==> config.mk <==
export PLATFORM = sky130hd
export DESIGN_NAME = dtr_top
export DESIGN_NICKNAME = d
export VERILOG_FILES = /design/src/design/dtr_pkg.sv /design/src/design/dtr_top.sv /design/src/design/dtr_pulse.sv
export SDC_FILE = /design/constraint.sdc
export NUM_CORES = 1
export LEC_CHECK = 0
export BUFFER_PORTS_ARGS = -buffer_cell sky130_fd_sc_hd__buf_2
export CORE_ASPECT_RATIO = 1.25
export CORE_MARGIN = 2
export CORE_UTILIZATION = 55
export CTS_CLUSTER_SIZE = 8
export DETAILED_ROUTE_END_ITERATION = 8
export PLACE_DENSITY_LB_ADDON = 0.15
export SYNTH_ARGS = -nofsm -noshare
export SYNTH_HDL_FRONTEND = slang
export SYNTH_SLANG_ARGS = --single-unit
==> constraint.sdc <==
create_clock -name clk -period 3.9 [get_ports clk]
set_input_delay 0.78 -clock clk [delete_from_list [all_inputs] [get_ports clk]]
set_output_delay 0.78 -clock clk [all_outputs]
set_load 0.05 [all_outputs]
==> src/design/dtr_pkg.sv <==
package dtr_pkg;

  // ---------------------------------------------------------------
  // timing
  // ---------------------------------------------------------------
  localparam int CLK_MHZ          = 20;
  localparam int STROBE_NS        = 50;
  localparam int MUX_DELAY_NS     = 50;
  localparam int MUX_WIDTH_NS     = 400;
  // least widths and delays both round up to whole periods
  localparam int STROBE_CYC       = (STROBE_NS * CLK_MHZ + 999) / 1000;
  localparam int MUX_DELAY_CYC    = (MUX_DELAY_NS * CLK_MHZ + 999) / 1000;
  localparam int MUX_WIDTH_CYC    = (MUX_WIDTH_NS * CLK_MHZ + 999) / 1000;

  // ---------------------------------------------------------------
  // pin counts and sink/source codes
  // ---------------------------------------------------------------
  localparam int N_AUX_IN         = 6;
  localparam int N_AUX_OUT        = 3;
  localparam int N_SINK           = 7;
  localparam int N_SRC            = 11;

  localparam int SNK_CONV         = 0;
  localparam int SNK_EXT_TB       = 1;
  localparam int SNK_START        = 2;
  localparam int SNK_STOP         = 3;
  localparam int SNK_GATE         = 4;
  localparam int SNK_WAVE         = 5;
  localparam int SNK_UPD          = 6;

  localparam logic [2:0] SEL_LINK = 3'h6;
  localparam logic [2:0] SEL_NONE = 3'h7;

  localparam logic [3:0] SRC_SCAN_BEGIN = 4'h0;
  localparam logic [3:0] SRC_SCAN_HOLD  = 4'h1;
  localparam logic [3:0] SRC_ACQ_DONE   = 4'h2;
  localparam logic [3:0] SRC_CONVERT    = 4'h3;
  localparam logic [3:0] SRC_MUX_SWITCH = 4'h4;
  localparam logic [3:0] SRC_COUNTER_ONE_CLOCK_SOURCE   = 4'h5;
  localparam logic [3:0] SRC_COUNTER_TWO_CLOCK_SOURCE   = 4'h6;
  localparam logic [3:0] SRC_UPDATE     = 4'h7;
  localparam logic [3:0] SRC_START      = 4'h8;
  localparam logic [3:0] SRC_STOP       = 4'h9;
  localparam logic [3:0] SRC_WAVE       = 4'ha;

  // ---------------------------------------------------------------
  // carriers
  // ---------------------------------------------------------------
  typedef struct packed {
    logic       waveform;
    logic       update;
    logic       convert;
    logic       acq_end;
    logic       acq_begin;
  } dtr_link_t;

  typedef struct packed {
    logic                          master;
    logic [N_SINK-1:0][2:0]        in_sel;
    logic [N_SINK-1:0]             in_pol;
    logic [N_AUX_OUT-1:0][3:0]     out_sel;
    logic [N_AUX_OUT-1:0]          out_pol;
  } dtr_cfg_t;

  // input slot per sink, index 6 down to 0: upd,wave,gate,stop,start,ext_tb,conv
  localparam dtr_cfg_t CFG_RESET = '{
    master:  1'b0,
    in_sel:  {3'h3, 3'h4, 3'h5, 3'h2, 3'h1, SEL_NONE, 3'h0},
    in_pol:  7'h00,
    out_sel: {SRC_MUX_SWITCH, SRC_CONVERT, SRC_UPDATE},
    out_pol: 3'h0
  };

  typedef enum logic [3:0] {
    ST_IDLE  = 4'b0001,
    ST_ARMED = 4'b0010,
    ST_PRE   = 4'b0100,
    ST_POST  = 4'b1000
  } dtr_state_t;

endpackage : dtr_pkg

==> src/design/dtr_top.sv <==
`timescale 1ns/1ps
module dtr_top #(
  parameter int SCAN_W    = 4,
  parameter int POST_W    = 16,
  parameter int LINK_IDLE = 16,
  parameter int TB_DIV    = 1
) (
  input  wire logic                           clk,
  input  wire logic                           rst,
  input  wire logic [dtr_pkg::N_AUX_IN-1:0]   aux_input_pin,
  output logic      [dtr_pkg::N_AUX_OUT-1:0]  aux_output_pin,
  input  wire logic                           counter_one_clock_source,
  input  wire logic                           counter_two_clock_source,
  input  wire dtr_pkg::dtr_link_t             link_in,
  output dtr_pkg::dtr_link_t                  link_out,
  output dtr_pkg::dtr_link_t                  link_oe,
  input  wire logic                           link_clk_in,
  output logic                                link_clk_out,
  output logic                                link_clk_oe,
  input  wire logic                           cfg_wr,
  input  wire dtr_pkg::dtr_cfg_t              cfg_in,
  input  wire logic                           pacer_tick,
  input  wire logic                           acq_arm,
  input  wire logic                           pretrig_mode,
  input  wire logic                           sw_start,
  input  wire logic [POST_W-1:0]              post_count,
  input  wire logic [SCAN_W-1:0]              scan_len,
  output logic                                conv_accept,
  output logic                                scan_begin_pulse,
  output logic                                scan_hold_strobe,
  output logic                                mux_switch_pulse,
  output logic                                acq_done,
  output logic                                acq_busy,
  output logic                                ext_tb_edge,
  output logic                                update_strobe,
  output logic                                waveform_start,
  output logic                                link_clk_alive
);

  initial begin
    if (SCAN_W < 1 || POST_W < 1 || LINK_IDLE < 2 || TB_DIV < 1) begin
      $error("dtr_top: parameter out of range");
    end
  end

  localparam int LW = $clog2(LINK_IDLE + 1);
  localparam int DW = $clog2(TB_DIV + 1);

  // ---------------------------------------------------------------
  // functions
  // ---------------------------------------------------------------
  // link line that stands for a sink, or low where none exists
  function automatic logic link_for_sink(input int k, input dtr_pkg::dtr_link_t l);
    logic v;
    v = 1'b0;
    case (k)
      dtr_pkg::SNK_CONV:  v = l.convert;
      dtr_pkg::SNK_START: v = l.acq_begin;
      dtr_pkg::SNK_STOP:  v = l.acq_end;
      dtr_pkg::SNK_UPD:   v = l.update;
      dtr_pkg::SNK_WAVE:  v = l.waveform;
      default:            v = 1'b0;
    endcase
    return v;
  endfunction : link_for_sink

  function automatic logic sink_level(input logic [2:0] sel, input int k,
                                      input logic [dtr_pkg::N_AUX_IN-1:0] a,
                                      input dtr_pkg::dtr_link_t l);
    logic v;
    v = 1'b0;
    if (sel == dtr_pkg::SEL_LINK) begin
      v = link_for_sink(k, l);
    end else if (sel < 3'(dtr_pkg::N_AUX_IN)) begin
      v = a[sel];
    end
    return v;
  endfunction : sink_level

  // ---------------------------------------------------------------
  // synchronisers
  // ---------------------------------------------------------------
  logic [dtr_pkg::N_AUX_IN-1:0] aux_meta_r;
  logic [dtr_pkg::N_AUX_IN-1:0] aux_sync_r;
  dtr_pkg::dtr_link_t           link_meta_r;
  dtr_pkg::dtr_link_t           link_sync_r;
  logic [1:0]                   ctr_meta_r;
  logic [1:0]                   ctr_sync_r;
  logic                         lclk_meta_r;
  logic                         lclk_sync_r;
  logic                         lclk_prev_r;

  always_ff @(posedge clk) begin
    if (rst) begin
      aux_meta_r  <= '0;
      aux_sync_r  <= '0;
      link_meta_r <= '0;
      link_sync_r <= '0;
      ctr_meta_r  <= '0;
      ctr_sync_r  <= '0;
      lclk_meta_r <= 1'b0;
      lclk_sync_r <= 1'b0;
      lclk_prev_r <= 1'b0;
    end else begin
      aux_meta_r  <= aux_input_pin;
      aux_sync_r  <= aux_meta_r;
      link_meta_r <= link_in;
      link_sync_r <= link_meta_r;
      ctr_meta_r  <= {counter_two_clock_source, counter_one_clock_source};
      ctr_sync_r  <= ctr_meta_r;
      lclk_meta_r <= link_clk_in;
      lclk_sync_r <= lclk_meta_r;
      lclk_prev_r <= lclk_sync_r;
    end
  end

  // ---------------------------------------------------------------
  // configuration
  // ---------------------------------------------------------------
  dtr_pkg::dtr_cfg_t cfg_r;

  always_ff @(posedge clk) begin
    if (rst) begin
      cfg_r <= dtr_pkg::CFG_RESET;
    end else if (cfg_wr) begin
      cfg_r <= cfg_in;
    end
  end

  // ---------------------------------------------------------------
  // sink routing and edge detection
  // ---------------------------------------------------------------
  logic [dtr_pkg::N_SINK-1:0] sink_lvl;
  logic [dtr_pkg::N_SINK-1:0] sink_prev_r;
  logic [dtr_pkg::N_SINK-1:0] sink_edge;

  // per-sink selection, polarity picks the active edge
  always_comb begin
    for (int k = 0; k < dtr_pkg::N_SINK; k++) begin
      sink_lvl[k] = sink_level(cfg_r.in_sel[k], k, aux_sync_r, link_sync_r) ^ cfg_r.in_pol[k];
    end
  end

  always_ff @(posedge clk) begin
    if (rst) begin
      sink_prev_r <= '0;
    end else begin
      sink_prev_r <= sink_lvl;
    end
  end

  assign sink_edge = sink_lvl & ~sink_prev_r;

  // ---------------------------------------------------------------
  // acquisition sequencer
  // ---------------------------------------------------------------
  dtr_pkg::dtr_state_t state_r;
  logic                running;
  logic                start_ev;
  logic                stop_ev;
  logic                conv_ev;
  logic                gate_act;
  logic                accept;
  logic                scan_last;
  logic                post_last;
  logic                in_scan_r;
  logic [SCAN_W-1:0]   conv_idx_r;
  logic [POST_W-1:0]   post_cnt_r;

  assign running  = (state_r == dtr_pkg::ST_PRE) || (state_r == dtr_pkg::ST_POST);
  assign start_ev = (state_r == dtr_pkg::ST_ARMED) && (sink_edge[dtr_pkg::SNK_START] || sw_start);
  // stop edge opens the post phase
  assign stop_ev  = (state_r == dtr_pkg::ST_PRE) && sink_edge[dtr_pkg::SNK_STOP];
  assign conv_ev  = sink_edge[dtr_pkg::SNK_CONV] || pacer_tick;
  assign gate_act = sink_lvl[dtr_pkg::SNK_GATE];
  // gate holds off new scans only
  assign accept   = running && conv_ev && (in_scan_r || !gate_act);
  assign scan_last = ((in_scan_r ? conv_idx_r : '0) + 1'b1) >= scan_len;
  // a post count of zero behaves as one
  assign post_last = (state_r == dtr_pkg::ST_POST) && ((post_cnt_r + 1'b1) >= post_count);

  // pretrigger runs until stop, then counts post samples
  always_ff @(posedge clk) begin
    if (rst) begin
      state_r <= dtr_pkg::ST_IDLE;
    end else begin
      unique case (state_r)
        dtr_pkg::ST_IDLE: begin
          if (acq_arm) begin
            state_r <= dtr_pkg::ST_ARMED;
          end
        end
        dtr_pkg::ST_ARMED: begin
          if (start_ev) begin
            state_r <= pretrig_mode ? dtr_pkg::ST_PRE : dtr_pkg::ST_POST;
          end
        end
        dtr_pkg::ST_PRE: begin
          if (stop_ev) begin
            state_r <= dtr_pkg::ST_POST;
          end
        end
        dtr_pkg::ST_POST: begin
          if (accept && post_last) begin
            state_r <= dtr_pkg::ST_IDLE;
          end
        end
        default: state_r <= dtr_pkg::ST_IDLE;
      endcase
    end
  end

  always_ff @(posedge clk) begin
    if (rst || state_r != dtr_pkg::ST_POST) begin
      post_cnt_r <= '0;
    end else if (accept) begin
      post_cnt_r <= post_cnt_r + 1'b1;
    end
  end

  // hold drops when the final conversion starts
  always_ff @(posedge clk) begin
    if (rst || !running) begin
      in_scan_r  <= 1'b0;
      conv_idx_r <= '0;
    end else if (accept) begin
      in_scan_r  <= !scan_last;
      conv_idx_r <= scan_last ? '0 : (in_scan_r ? conv_idx_r + 1'b1 : SCAN_W'(1));
    end
  end

  // ---------------------------------------------------------------
  // strobes one clock period each, scan hold and busy levels, 8-period mux pulse
  // ---------------------------------------------------------------
  logic start_pulse_r;
  logic stop_pulse_r;

  // one 50 ns period per strobe; scan_hold_strobe and acq_busy are levels
  always_ff @(posedge clk) begin
    if (rst) begin
      conv_accept      <= 1'b0;
      scan_begin_pulse <= 1'b0;
      scan_hold_strobe <= 1'b0;
      acq_done         <= 1'b0;
      start_pulse_r    <= 1'b0;
      stop_pulse_r     <= 1'b0;
      ext_tb_edge      <= 1'b0;
      update_strobe    <= 1'b0;
      waveform_start   <= 1'b0;
      acq_busy         <= 1'b0;
    end else begin
      conv_accept      <= accept;
      // scan begins with its first accepted conversion
      scan_begin_pulse <= accept && !in_scan_r;
      scan_hold_strobe <= accept ? !scan_last : in_scan_r;
      acq_done         <= (state_r == dtr_pkg::ST_POST) && accept && post_last;
      start_pulse_r    <= start_ev;
      stop_pulse_r     <= stop_ev;
      ext_tb_edge      <= sink_edge[dtr_pkg::SNK_EXT_TB];
      update_strobe    <= sink_edge[dtr_pkg::SNK_UPD];
      waveform_start   <= sink_edge[dtr_pkg::SNK_WAVE];
      acq_busy         <= state_r != dtr_pkg::ST_IDLE;
    end
  end

  dtr_pulse #(
    .DELAY (dtr_pkg::MUX_DELAY_CYC),
    .WIDTH (dtr_pkg::MUX_WIDTH_CYC)
  ) u_mux_pulse (
    .clk   (clk),
    .rst   (rst),
    .trig  (accept),
    .pulse (mux_switch_pulse)
  );

  // ---------------------------------------------------------------
  // output routing
  // ---------------------------------------------------------------
  logic [dtr_pkg::N_SRC-1:0] src_vec;

  always_comb begin
    src_vec                          = '0;
    src_vec[dtr_pkg::SRC_SCAN_BEGIN] = scan_begin_pulse;
    src_vec[dtr_pkg::SRC_SCAN_HOLD]  = scan_hold_strobe;
    src_vec[dtr_pkg::SRC_ACQ_DONE]   = acq_done;
    src_vec[dtr_pkg::SRC_CONVERT]    = conv_accept;
    src_vec[dtr_pkg::SRC_MUX_SWITCH] = mux_switch_pulse;
    src_vec[dtr_pkg::SRC_COUNTER_ONE_CLOCK_SOURCE]   = ctr_sync_r[0];
    src_vec[dtr_pkg::SRC_COUNTER_TWO_CLOCK_SOURCE]   = ctr_sync_r[1];
    src_vec[dtr_pkg::SRC_UPDATE]     = update_strobe;
    src_vec[dtr_pkg::SRC_START]      = start_pulse_r;
    src_vec[dtr_pkg::SRC_STOP]       = stop_pulse_r;
    src_vec[dtr_pkg::SRC_WAVE]       = waveform_start;
  end

  // any source to any output, polarity per pin
  always_ff @(posedge clk) begin
    if (rst) begin
      aux_output_pin <= '0;
    end else begin
      for (int i = 0; i < dtr_pkg::N_AUX_OUT; i++) begin
        aux_output_pin[i] <= ((cfg_r.out_sel[i] < 4'(dtr_pkg::N_SRC)) ? src_vec[cfg_r.out_sel[i]] : 1'b0)
                             ^ cfg_r.out_pol[i];
      end
    end
  end

  // ---------------------------------------------------------------
  // sync link
  // ---------------------------------------------------------------
  // master drives the five strobes through the same flop stage
  always_ff @(posedge clk) begin
    if (rst) begin
      link_out <= '0;
      link_oe  <= '0;
    end else begin
      link_out.acq_begin <= start_pulse_r;
      link_out.acq_end   <= stop_pulse_r;
      link_out.convert   <= conv_accept;
      link_out.update    <= update_strobe;
      link_out.waveform  <= waveform_start;
      link_oe            <= cfg_r.master ? '1 : '0;
    end
  end

  logic [DW-1:0] div_r;

  // master derives the shared timebase from its own clock
  always_ff @(posedge clk) begin
    if (rst) begin
      div_r        <= '0;
      link_clk_out <= 1'b0;
      link_clk_oe  <= 1'b0;
    end else begin
      link_clk_oe <= cfg_r.master;
      if (div_r >= DW'(TB_DIV - 1)) begin
        div_r        <= '0;
        link_clk_out <= ~link_clk_out;
      end else begin
        div_r <= div_r + 1'b1;
      end
    end
  end

  logic [LW-1:0] idle_r;

  // timebase watchdog: edges seen within LINK_IDLE cycles
  always_ff @(posedge clk) begin
    if (rst) begin
      idle_r         <= LW'(LINK_IDLE);
      link_clk_alive <= 1'b0;
    end else begin
      if (lclk_sync_r != lclk_prev_r) begin
        idle_r <= '0;
      end else if (idle_r < LW'(LINK_IDLE)) begin
        idle_r <= idle_r + 1'b1;
      end
      link_clk_alive <= idle_r < LW'(LINK_IDLE);
    end
  end

endmodule : dtr_top

==> src/design/dtr_pulse.sv <==
`timescale 1ns/1ps
module dtr_pulse #(
  parameter int DELAY = 1,
  parameter int WIDTH = 8
) (
  input  wire logic clk,
  input  wire logic rst,
  input  wire logic trig,
  output logic      pulse
);

  localparam int CW = $clog2(DELAY + WIDTH + 1);

  initial begin
    if (DELAY < 1 || WIDTH < 1) begin
      $error("dtr_pulse: delay and width must be at least one cycle");
    end
  end

  logic [CW-1:0] cnt_r;

  // a new trigger restarts the delay, then the pulse runs for WIDTH cycles
  always_ff @(posedge clk) begin
    if (rst) begin
      cnt_r <= '0;
    end else if (trig) begin
      cnt_r <= CW'(DELAY + WIDTH);
    end else if (cnt_r != '0) begin
      cnt_r <= cnt_r - 1'b1;
    end
  end

  always_ff @(posedge clk) begin
    if (rst) begin
      pulse <= 1'b0;
    end else begin
      pulse <= (cnt_r != '0) && (cnt_r <= CW'(WIDTH + 1)) && (cnt_r > CW'(1)) ||
               (cnt_r == CW'(1) && WIDTH == 1 && DELAY == 0);
    end
  end

endmodule : dtr_pulse

; ---- After elaboration in Yosys (flattened, before gate mapping)
; Cells that the tools add are included.
[word_totals]
latch_bits = 0
output_inout_bits = 25
word_cells = 208
reg_bits = 142
ramBits = 0
romBits = 0
inputBits = 85
n_memories = 0
[op_classes]
muxes = 52
n_mul = 0
add_sub_neg = 6
bitwise_logic = 13
div_mod_pow = 0
reduce_logical = 28
n_eq_ne = 18
shift = 0
n_lt_le_gt_ge = 26
[ops]
columns = cell, count
row1 = 4-bit two-way mux, 10
row2 = "3-bit by 4-bit less-than comparator with 1-bit output, second input constant", 7
row3 = 1-bit two-way mux, 28
row4 = 1-bit binary-select mux with 3-bit select, 7
row5 = "3-bit == test, second input constant", 7
row6 = "3-bit less-than comparator, second input constant", 7
row7 = "16-bit by 1-bit adder with 16-bit output, second input constant", 1
row8 = 16-bit greater-or-equal comparator, 1
row9 = 4-bit one-hot mux with 4 select lines, 1
row10 = "4-bit by 5-bit less-than comparator with 1-bit output, second input constant", 3
row11 = 5-bit two-way mux, 3
row12 = 1-bit binary-select mux with 4-bit select, 3
row13 = "4-bit less-than comparator, second input constant", 3
row14 = 1-bit logical AND, 11
row15 = 1-bit XOR, 10
row16 = "4-bit by 1-bit adder with 4-bit output, second input constant", 2
row17 = "2-bit != test, second input constant", 4
row18 = 7-bit AND, 1
row19 = 7-bit inverter, 1
row20 = 1-bit logical OR, 6
row21 = 2-bit OR reduction, 3
row22 = "5-bit by 1-bit adder with 5-bit output, second input constant", 1
row23 = "5-bit less-than comparator, second input constant", 1
row24 = "4-bit by 1-bit == test with 1-bit output, second input constant", 1
row25 = 17 further kinds, 21

; ---- Depth between registers and ports, before layout
; Gate-level depths: netlist of run 1.
[depth]
depth_word = 12
depth_mapped = 13
depth_no_buf = 13

; ---- Hierarchy
; Synthesis of run 1 repeated with hierarchy kept, for this count alone.
[hier_totals]
hier_cells = 650
area_unflattened_um2 = 6348.6
[modules_own_cells]
columns = module, area_each_um2, instances, cells_per_inst, seq_area_each_um2
row1 = dtr_top, 6082.1, 1, 624, 2602.5
row2 = dtr_pulse, 266.5, 1, 26, 100.1

; ---- Least setup slack after synthesis of run 1
; OpenSTA, ideal clock, no wires.
[synth_timing]
kind = register to register
from = register post_cnt_r[2]
to = register state_r[0]
arrival_time_ns = 2.769
period_less_slack_ns = 2.885
path_slack_ns = 1.015
stages_incl_launch_ff = 13
path_buffers = 0
setup_ns = 0.116
t_required_ns = 3.784
path_cell_list = dfxtp_1 > nand2_1 > or3_1 > nor4_1 > and3_1 > xor2_1 > ha_1 > a21oi_1 > o21ai_0 > nor2_1 > o2bb2ai_1 > o21ai_0 > a41o_1
[synth_via]
elab_chain_len = 6
[synth_lines]
columns = element, line
row1 = start: declaration, dtr_top.sv:168  ; logic [POST_W-1:0] post_cnt_r;
row2 = start signal: assignment, dtr_top.sv:217  ; post_cnt_r <= post_cnt_r + 1'b1;
row3 = 16-bit by 1-bit adder with 16-bit output, dtr_top.sv:180  ; assign post_last = (state_r == dtr_pkg::ST_POST) && ((post_cnt_r + 1'b1) >= post_count);
row4 = 16-bit greater-or-equal comparator, dtr_top.sv:180
row5 = 1-bit logical AND, dtr_top.sv:180
row6 = 1-bit logical AND, dtr_top.sv:204  ; if (accept && post_last) begin
row7 = 2-bit != test (no line), --
row8 = 4-bit AND reduction (no line), --
row9 = end signal: assignment, dtr_top.sv:185  ; state_r <= dtr_pkg::ST_IDLE;
row10 = end signal: assignment, dtr_top.sv:205  ; state_r <= dtr_pkg::ST_IDLE;
row11 = end signal: assignment, dtr_top.sv:208  ; default: state_r <= dtr_pkg::ST_IDLE;
row12 = end: declaration, dtr_top.sv:157  ; dtr_pkg::dtr_state_t state_r;
; Every way passes these cells.
; A chain may end at the register's enable or synchronous reset.

; ---- Worst setup path after layout of run 1
; Ends and elaborated chain as after synthesis.

==> results.py, run 1 <==
metrics = {
    "outcome": {
        "status": "finished clean",
    },
    "synthesis": {
        "yosys_warnings": 0,
        "synth_top_area_frac": 0.431,
        "ys_types": 59,
        "syn_nets": 757,
        "synth-simple-area-share": 0.177,
        "yosysTopAreaCell": "dfxtp_1",
        "synth_mux_area_frac": 0.144,
        "seq_area_frac_synth": 0.431,
        "syn_avg_cell_area_um2": 9.70,
        "synth_common_cells": "dfxtp_1 (135), nor2_1 (73), mux2i_1 (58), nand2_1 (43), nor2b_1 (41)",
        "synthAdderAreaFrac": 0.0519,
        "yosysMostFrequentCell": "dfxtp_1",
        "async_flop_share": 0,
        "synth-xor-area-share": 0.0433,
        "synth_area_um2": 6270,
        "synth_edf_count": 0,
        "ys.flop_type": "dfxtp_1",
        "synth_top_family_by_area": "simple AND/OR/NAND/NOR gates",
        "synthCells": 646,
        "ys_ff_latch": 135,
        "synth-compound-area-share": 0.112,
        "synthTopCellsByArea": "dfxtp_1 (43%), mux2i_1 (9.3%), ha_1 (5.2%), nor2_1 (4.4%), mux4_2 (4.3%)",
    },
    "routing": {
        "wl_um": 13400,
        "route.met3.wl_um": 684,
        "topRoutingLayerUsed": "met4",
        "wirelength_met1_um": 5840,
        "wl_per_cell_um": 15.0,
        "met2RoutedLength_um": 6700,
        "ant_nets": 0,
        "drc": 0,
        "via_per_inst": 5.55,
        "drt_iter0_markers": 259,
        "dr.pass1.iters": 4,
        "vias": 4963,
    },
    "cts": {
        "hold_buffers": 0,
        "cts_tree": "built",
        "clockBufferDepth": 2,
        "cts.sinks": 135,
        "cts_resized": 0,
        "postCtsSetupRepairBufs": 0,
        "numCtsBuffers": 17,
        "clock_latency_ns": 0.42,
        "clk_pin_slew_ns": 0.06,
        "cts.htree.levels": 4,
        "root_buffer": "clkbuf_16",
    },
    "sta": {
        "fmax_mhz": 298,
        "fin_crit_sh": 0.861,
        "rsz0062_at_grt": "false",
        "whs_ns": 0.380,
        "setup_violations": 0,
        "report.final.slew_viol_count": 0,
        "slew-limit-headroom": 0.494,
        "fin_crit_ns": 3.36,
        "clock_skew_ns": 0.0120,
        "worst_pin_slew_ns": 0.757,
        "tns_ns": 0,
        "final_hold_viol_count": 0,
    },
    "global_route": {
        "grt_pass1_wl_um": 22000,
        "grt_pass1_vias": 4711,
        "antenna_found_initial": 0,
        "grtUsageTotal": 0.226,
        "grt_overflow": 0,
        "grt_max_degree": 68,
    },
    "critical_path": {
        "worstPathMaxFanout": 7,
        "critical_path.cell_chain": "nand2_1, or3_1, nor4_1, and3_1, xor2_1, ha_1, nand2_1, a2111oi_0, o2bb2ai_1, o21ai_0, a41o_1",
        "arrival_ns": 3.72,
        "worst_setup_path_start_kind": "register",
        "slowest_stage": "nor4_1",
        "crit_type": "register to register",
        "endpoint_kind": "register",
        "max_stage_delay_ns": 0.59,
        "critPathRequiredTime_ns": 4.26,
        "cpMostUsedCell": "nand2_1",
    },
    "floorplanning": {
        "dieArea_um2": 12300,
        "initial_core_util": 0.565,
        "core_area_um2": 11100,
        "die_h_um": 123,
        "chipWidth_um": 99.5,
        "pin_count": 110,
        "rows": 43,
    },
    "finish": {
        "diodes": 0,
        "layout-drive-gt1-share": 0.221,
        "synthToLayoutAreaGrowth_pct": 18.5,
        "final_net_count": 857,
        "final_cells": 894,
        "final_area_um2": 7430,
    },
    "placement": {
        "dp_hpwl_um": 9440,
        "port_buffers": 109,
        "postPlaceCellArea_um2": 6840,
        "place_inst": 862,
        "gp_congestion": 0.858,
    },
    "power_and_ir_drop": {
        "power_uw": 3540,
        "ir_drop_mv": 0.299,
        "p_leak_uw": 0.00339,
        "power_density_nw_per_um2": 476,
    },
    "min_path": {
        "hold_path.class": "register to register",
    },
    "run": {
        "cap_violations": 0,
    },
}
## registers in the layout, summed over array words and instances (netlist names), 2 cells and up
signal	flops
link_sync_r	5
sink_prev_r	6
ctr_meta_r	2
aux_output_pin	3
link_out	5
state_r	4
aux_sync_r	6
cfg_r	44
idle_r	5
u_mux_pulse.cnt_r	4
conv_idx_r	4
link_meta_r	5
post_cnt_r	16
aux_meta_r	6
ctr_sync_r	2
## cell type report
cell class | count | area, um2
Timing Repair Buffer | 112 | 568
Multi-Input combinational cell | 455 | 3310
Sequential cell | 135 | 2700
Inverter | 25 | 93.8
Tap cell | 135 | 169
Fill cell | 921 | 3650
Clock buffer | 18 | 439
Clock inverter | 14 | 148
## kinds of logic after synthesis
| kind of cell | Yosys count |
|---|---|
| DFF | 135 |
| adders and majority gates | 26 |
| AOI/OAI and AO/OA | 103 |
| muxes | 74 |
| xor gates and xnor gates | 31 |
| and+or+nand+nor | 221 |
| buffers and inverters | 56 |
## cells in the final DEF, fill, tap and decap left out, drive strengths merged, types with 18 or more instances in the layout
cell,instances
dfxtp,135
buf,112
nor2,74
mux2i,58
nand2,43
nor2b,41
inv,28
ha,26
o21ai,24
a21oi,20
xor2,18
clkbuf,18
## power breakdown
part           internal (uW)  switching [uW]
combinational            201             237
clock                    959             607
sequential              1460            70.4
## path summary, 6_finish.rpt
check | startpoint | end | slack (ns) | cells past startpoint
worst max-delay path | post_cnt_r[2] | state_r[0] | 0.54 | 11
worst min-delay path | sink_prev_r[5] | waveform_start | 0.38 | 1
worst max register to register | post_cnt_r[2] | state_r[0] | 0.54 | 11
worst min register to register | sink_prev_r[5] | waveform_start | 0.38 | 1
## through the flow
| step | setup WS, ns | utilization |
|---|---|---|
| final | 0.542 | 0.670 |
| after global routing | 0.139 | 0.670 |
| after detailed placement | 0.582 | 0.617 |
| after global placement | 0.728 | 0.617 |
| after CTS | 0.567 | 0.670 |
| after floorplan | 1.02 | - |
## layer usage
metal	track usage	vias up
li1	-	2478
met1	0.282	2339
met2	0.380	133
met3	0.0560	13
met4	0.0856	0
met5	0	-
## critical path: cells and delay by family (launching register included)
| kind | cells | cell delay (ns) |
|---|---|---|
| XOR/XNOR | 1 | 0.09 |
| AND/OR/NAND/NOR | 5 | 1.46 |
| adder cells (fa/ha/maj) | 1 | 0.29 |
| AO/OA/AOI/OAI | 4 | 1.03 |
| flip-flops | 1 | 0.44 |
(Power assumes the default switching activity.)
==> inputs of run 2 (changes only) <==
--- a/config.mk
+++ b/config.mk
@@ -11,7 +11,7 @@
 export CORE_UTILIZATION = 55
 export CTS_CLUSTER_SIZE = 8
 export DETAILED_ROUTE_END_ITERATION = 8
-export PLACE_DENSITY_LB_ADDON = 0.15
+export PLACE_DENSITY = 0.79
 export SYNTH_ARGS = -nofsm -noshare
 export SYNTH_HDL_FRONTEND = slang
 export SYNTH_SLANG_ARGS = --single-unit
==> results.py, run 2 (synthesized netlist as in run 1, its figures left out) <==
metrics = {
    "global_route": {
        "grt_overflow": 0,
        "grt_pass1_wl_um": 22400,
        "grt_pass1_vias": 4840,
        "grtUsageTotal": 0.231,
        "grt_max_degree": 63,
        "antenna_found_initial": 0,
    },
    "finish": {
        "final_cell_mix": "dfxtp_1 (135), buf_2 (109), nor2_1 (73)",
        "top_regs": "cfg_r x44, post_cnt_r x16",
        "largest_reg_flops": 44,
        "synthToLayoutAreaGrowth_pct": 19.3,
        "largest-register": "cfg_r",
        "diodes": 0,
        "final_cells": 894,
        "final_common_cell": "dfxtp_1",
        "layout-drive-gt1-share": 0.221,
        "final_net_count": 857,
    },
    "critical_path": {
        "max_stage_delay_ns": 0.59,
        "worst_setup_path_start_kind": "register",
        "cpMostUsedCell": "o21ai_0",
        "crit_type": "register to register",
        "arrival_ns": 3.63,
        "worstPathMaxFanout": 7,
        "slowest_stage": "nor4_1",
        "critical_path.cell_chain": "nand2_1, or3_1, nor4_1, and3_1, xor2_1, ha_1, a21oi_1, o21ai_0, nor2_1, o2bb2ai_1, o21ai_0, a41o_1",
        "critPathRequiredTime_ns": 4.20,
        "endpoint_kind": "register",
    },
    "cts": {
        "cts_resized": 0,
        "clockBufferDepth": 2,
        "postCtsSetupRepairBufs": 0,
        "root_buffer": "clkbuf_16",
        "cts_tree": "built",
        "numCtsBuffers": 17,
        "cts.htree.levels": 4,
        "hold_buffers": 0,
        "clock_latency_ns": 0.42,
        "cts.sinks": 135,
        "clk_pin_slew_ns": 0.06,
    },
    "floorplanning": {
        "die_h_um": 123,
        "core_area_um2": 11100,
        "rows": 43,
        "chipWidth_um": 99.5,
        "dieArea_um2": 12300,
        "initial_core_util": 0.565,
        "pin_count": 110,
    },
    "sta": {
        "rsz0062_at_grt": "false",
        "worst_pin_slew_ns": 0.789,
        "setup_slack_ns": 0.577,
        "tns_ns": 0,
        "report.final.slew_viol_count": 0,
        "setup_violations": 0,
        "clock_skew_ns": 0.00807,
        "fin_crit_sh": 0.852,
        "whs_ns": 0.380,
        "slew-limit-headroom": 0.474,
        "final_hold_viol_count": 0,
        "fmax_mhz": 301,
        "fin_crit_ns": 3.32,
    },
    "placement": {
        "gp_congestion": 0.862,
        "place_inst": 862,
        "port_buffers": 109,
        "dp_slack_ns": 0.638,
        "dp_hpwl_um": 9630,
    },
    "run": {
        "cap_violations": 0,
    },
    "power_and_ir_drop": {
        "ir_drop_mv": 0.354,
        "power_uw": 3680,
        "p_leak_uw": 0.00341,
        "power_density_nw_per_um2": 492,
    },
    "routing": {
        "ant_nets": 0,
        "drt_iter0_markers": 273,
        "wl_per_cell_um": 15.7,
        "wl_um": 14000,
        "via_per_inst": 5.65,
        "dr.pass1.iters": 5,
        "drc": 0,
        "vias": 5054,
    },
    "min_path": {
        "hold_path.class": "register to register",
    },
    "outcome": {
        "status": "finished clean",
    },
}
run 2: cell types whose count changed in the layout (fill, tap and decap cells not counted):
cell	change
clkinv_2	-2
bufinv_16	+2
clkinv_4	+1
inv_6	-1
run 2: layout make-up:
cell class	instances	area [um2]
multi-input cells	455	3310
clock buffers	18	439
inverters	25	93.8
repair buffers	112	568
fillers	829	3600
well taps	135	169
flip-flops and latches	135	2700
clock inverters	14	198
run 2: layer usage:
layer / vias up / share of wire / track usage
li1: 2470 / - / -
met1: 2397 / 0.41 / 0.271
met2: 166 / 0.52 / 0.417
met3: 21 / 0.059 / 0.0520
met4: 0 / 0.013 / 0.0736
met5: - / 0 / 0
run 2: path summary, 6_finish.rpt:
path                            depth (start not counted)  slack, ns             end            from
worst max-delay path                                   12       0.58      state_r[0]   post_cnt_r[2]
worst min-delay path                                    1       0.38  waveform_start  sink_prev_r[5]
worst max register to register                         12       0.58      state_r[0]   post_cnt_r[2]
worst min register to register                          1       0.38  waveform_start  sink_prev_r[5]
run 2: power breakdown:
| group | switching, uW | internal (uW) | total (uW) | leakage, uW |
|---|---|---|---|---|
| clock network | 604 | 1090 | 1690 | 0.000295 |
| logic | 246 | 201 | 447 | 0.00200 |
| registers | 72.8 | 1460 | 1540 | 0.00111 |
| total | 923 | 2750 | 3680 | 0.00341 |
run 2: metrics by stage:
stage	area [um2]	util
after floorplan	6270	-
after global placement	6840	0.617
after detailed placement	6840	0.617
after CTS	7480	0.675
after global routing	7480	0.675
final	7480	0.675
run 2: worst max-delay path, delay by kind of cell (launching register included):
family	cells	cell delay, ns
flip-flops	1	0.45
XOR/XNOR	1	0.16
AND/OR/NAND/NOR	5	1.51
AO/OA/AOI/OAI	5	0.84
adder cells (fa/ha/maj)	1	0.25
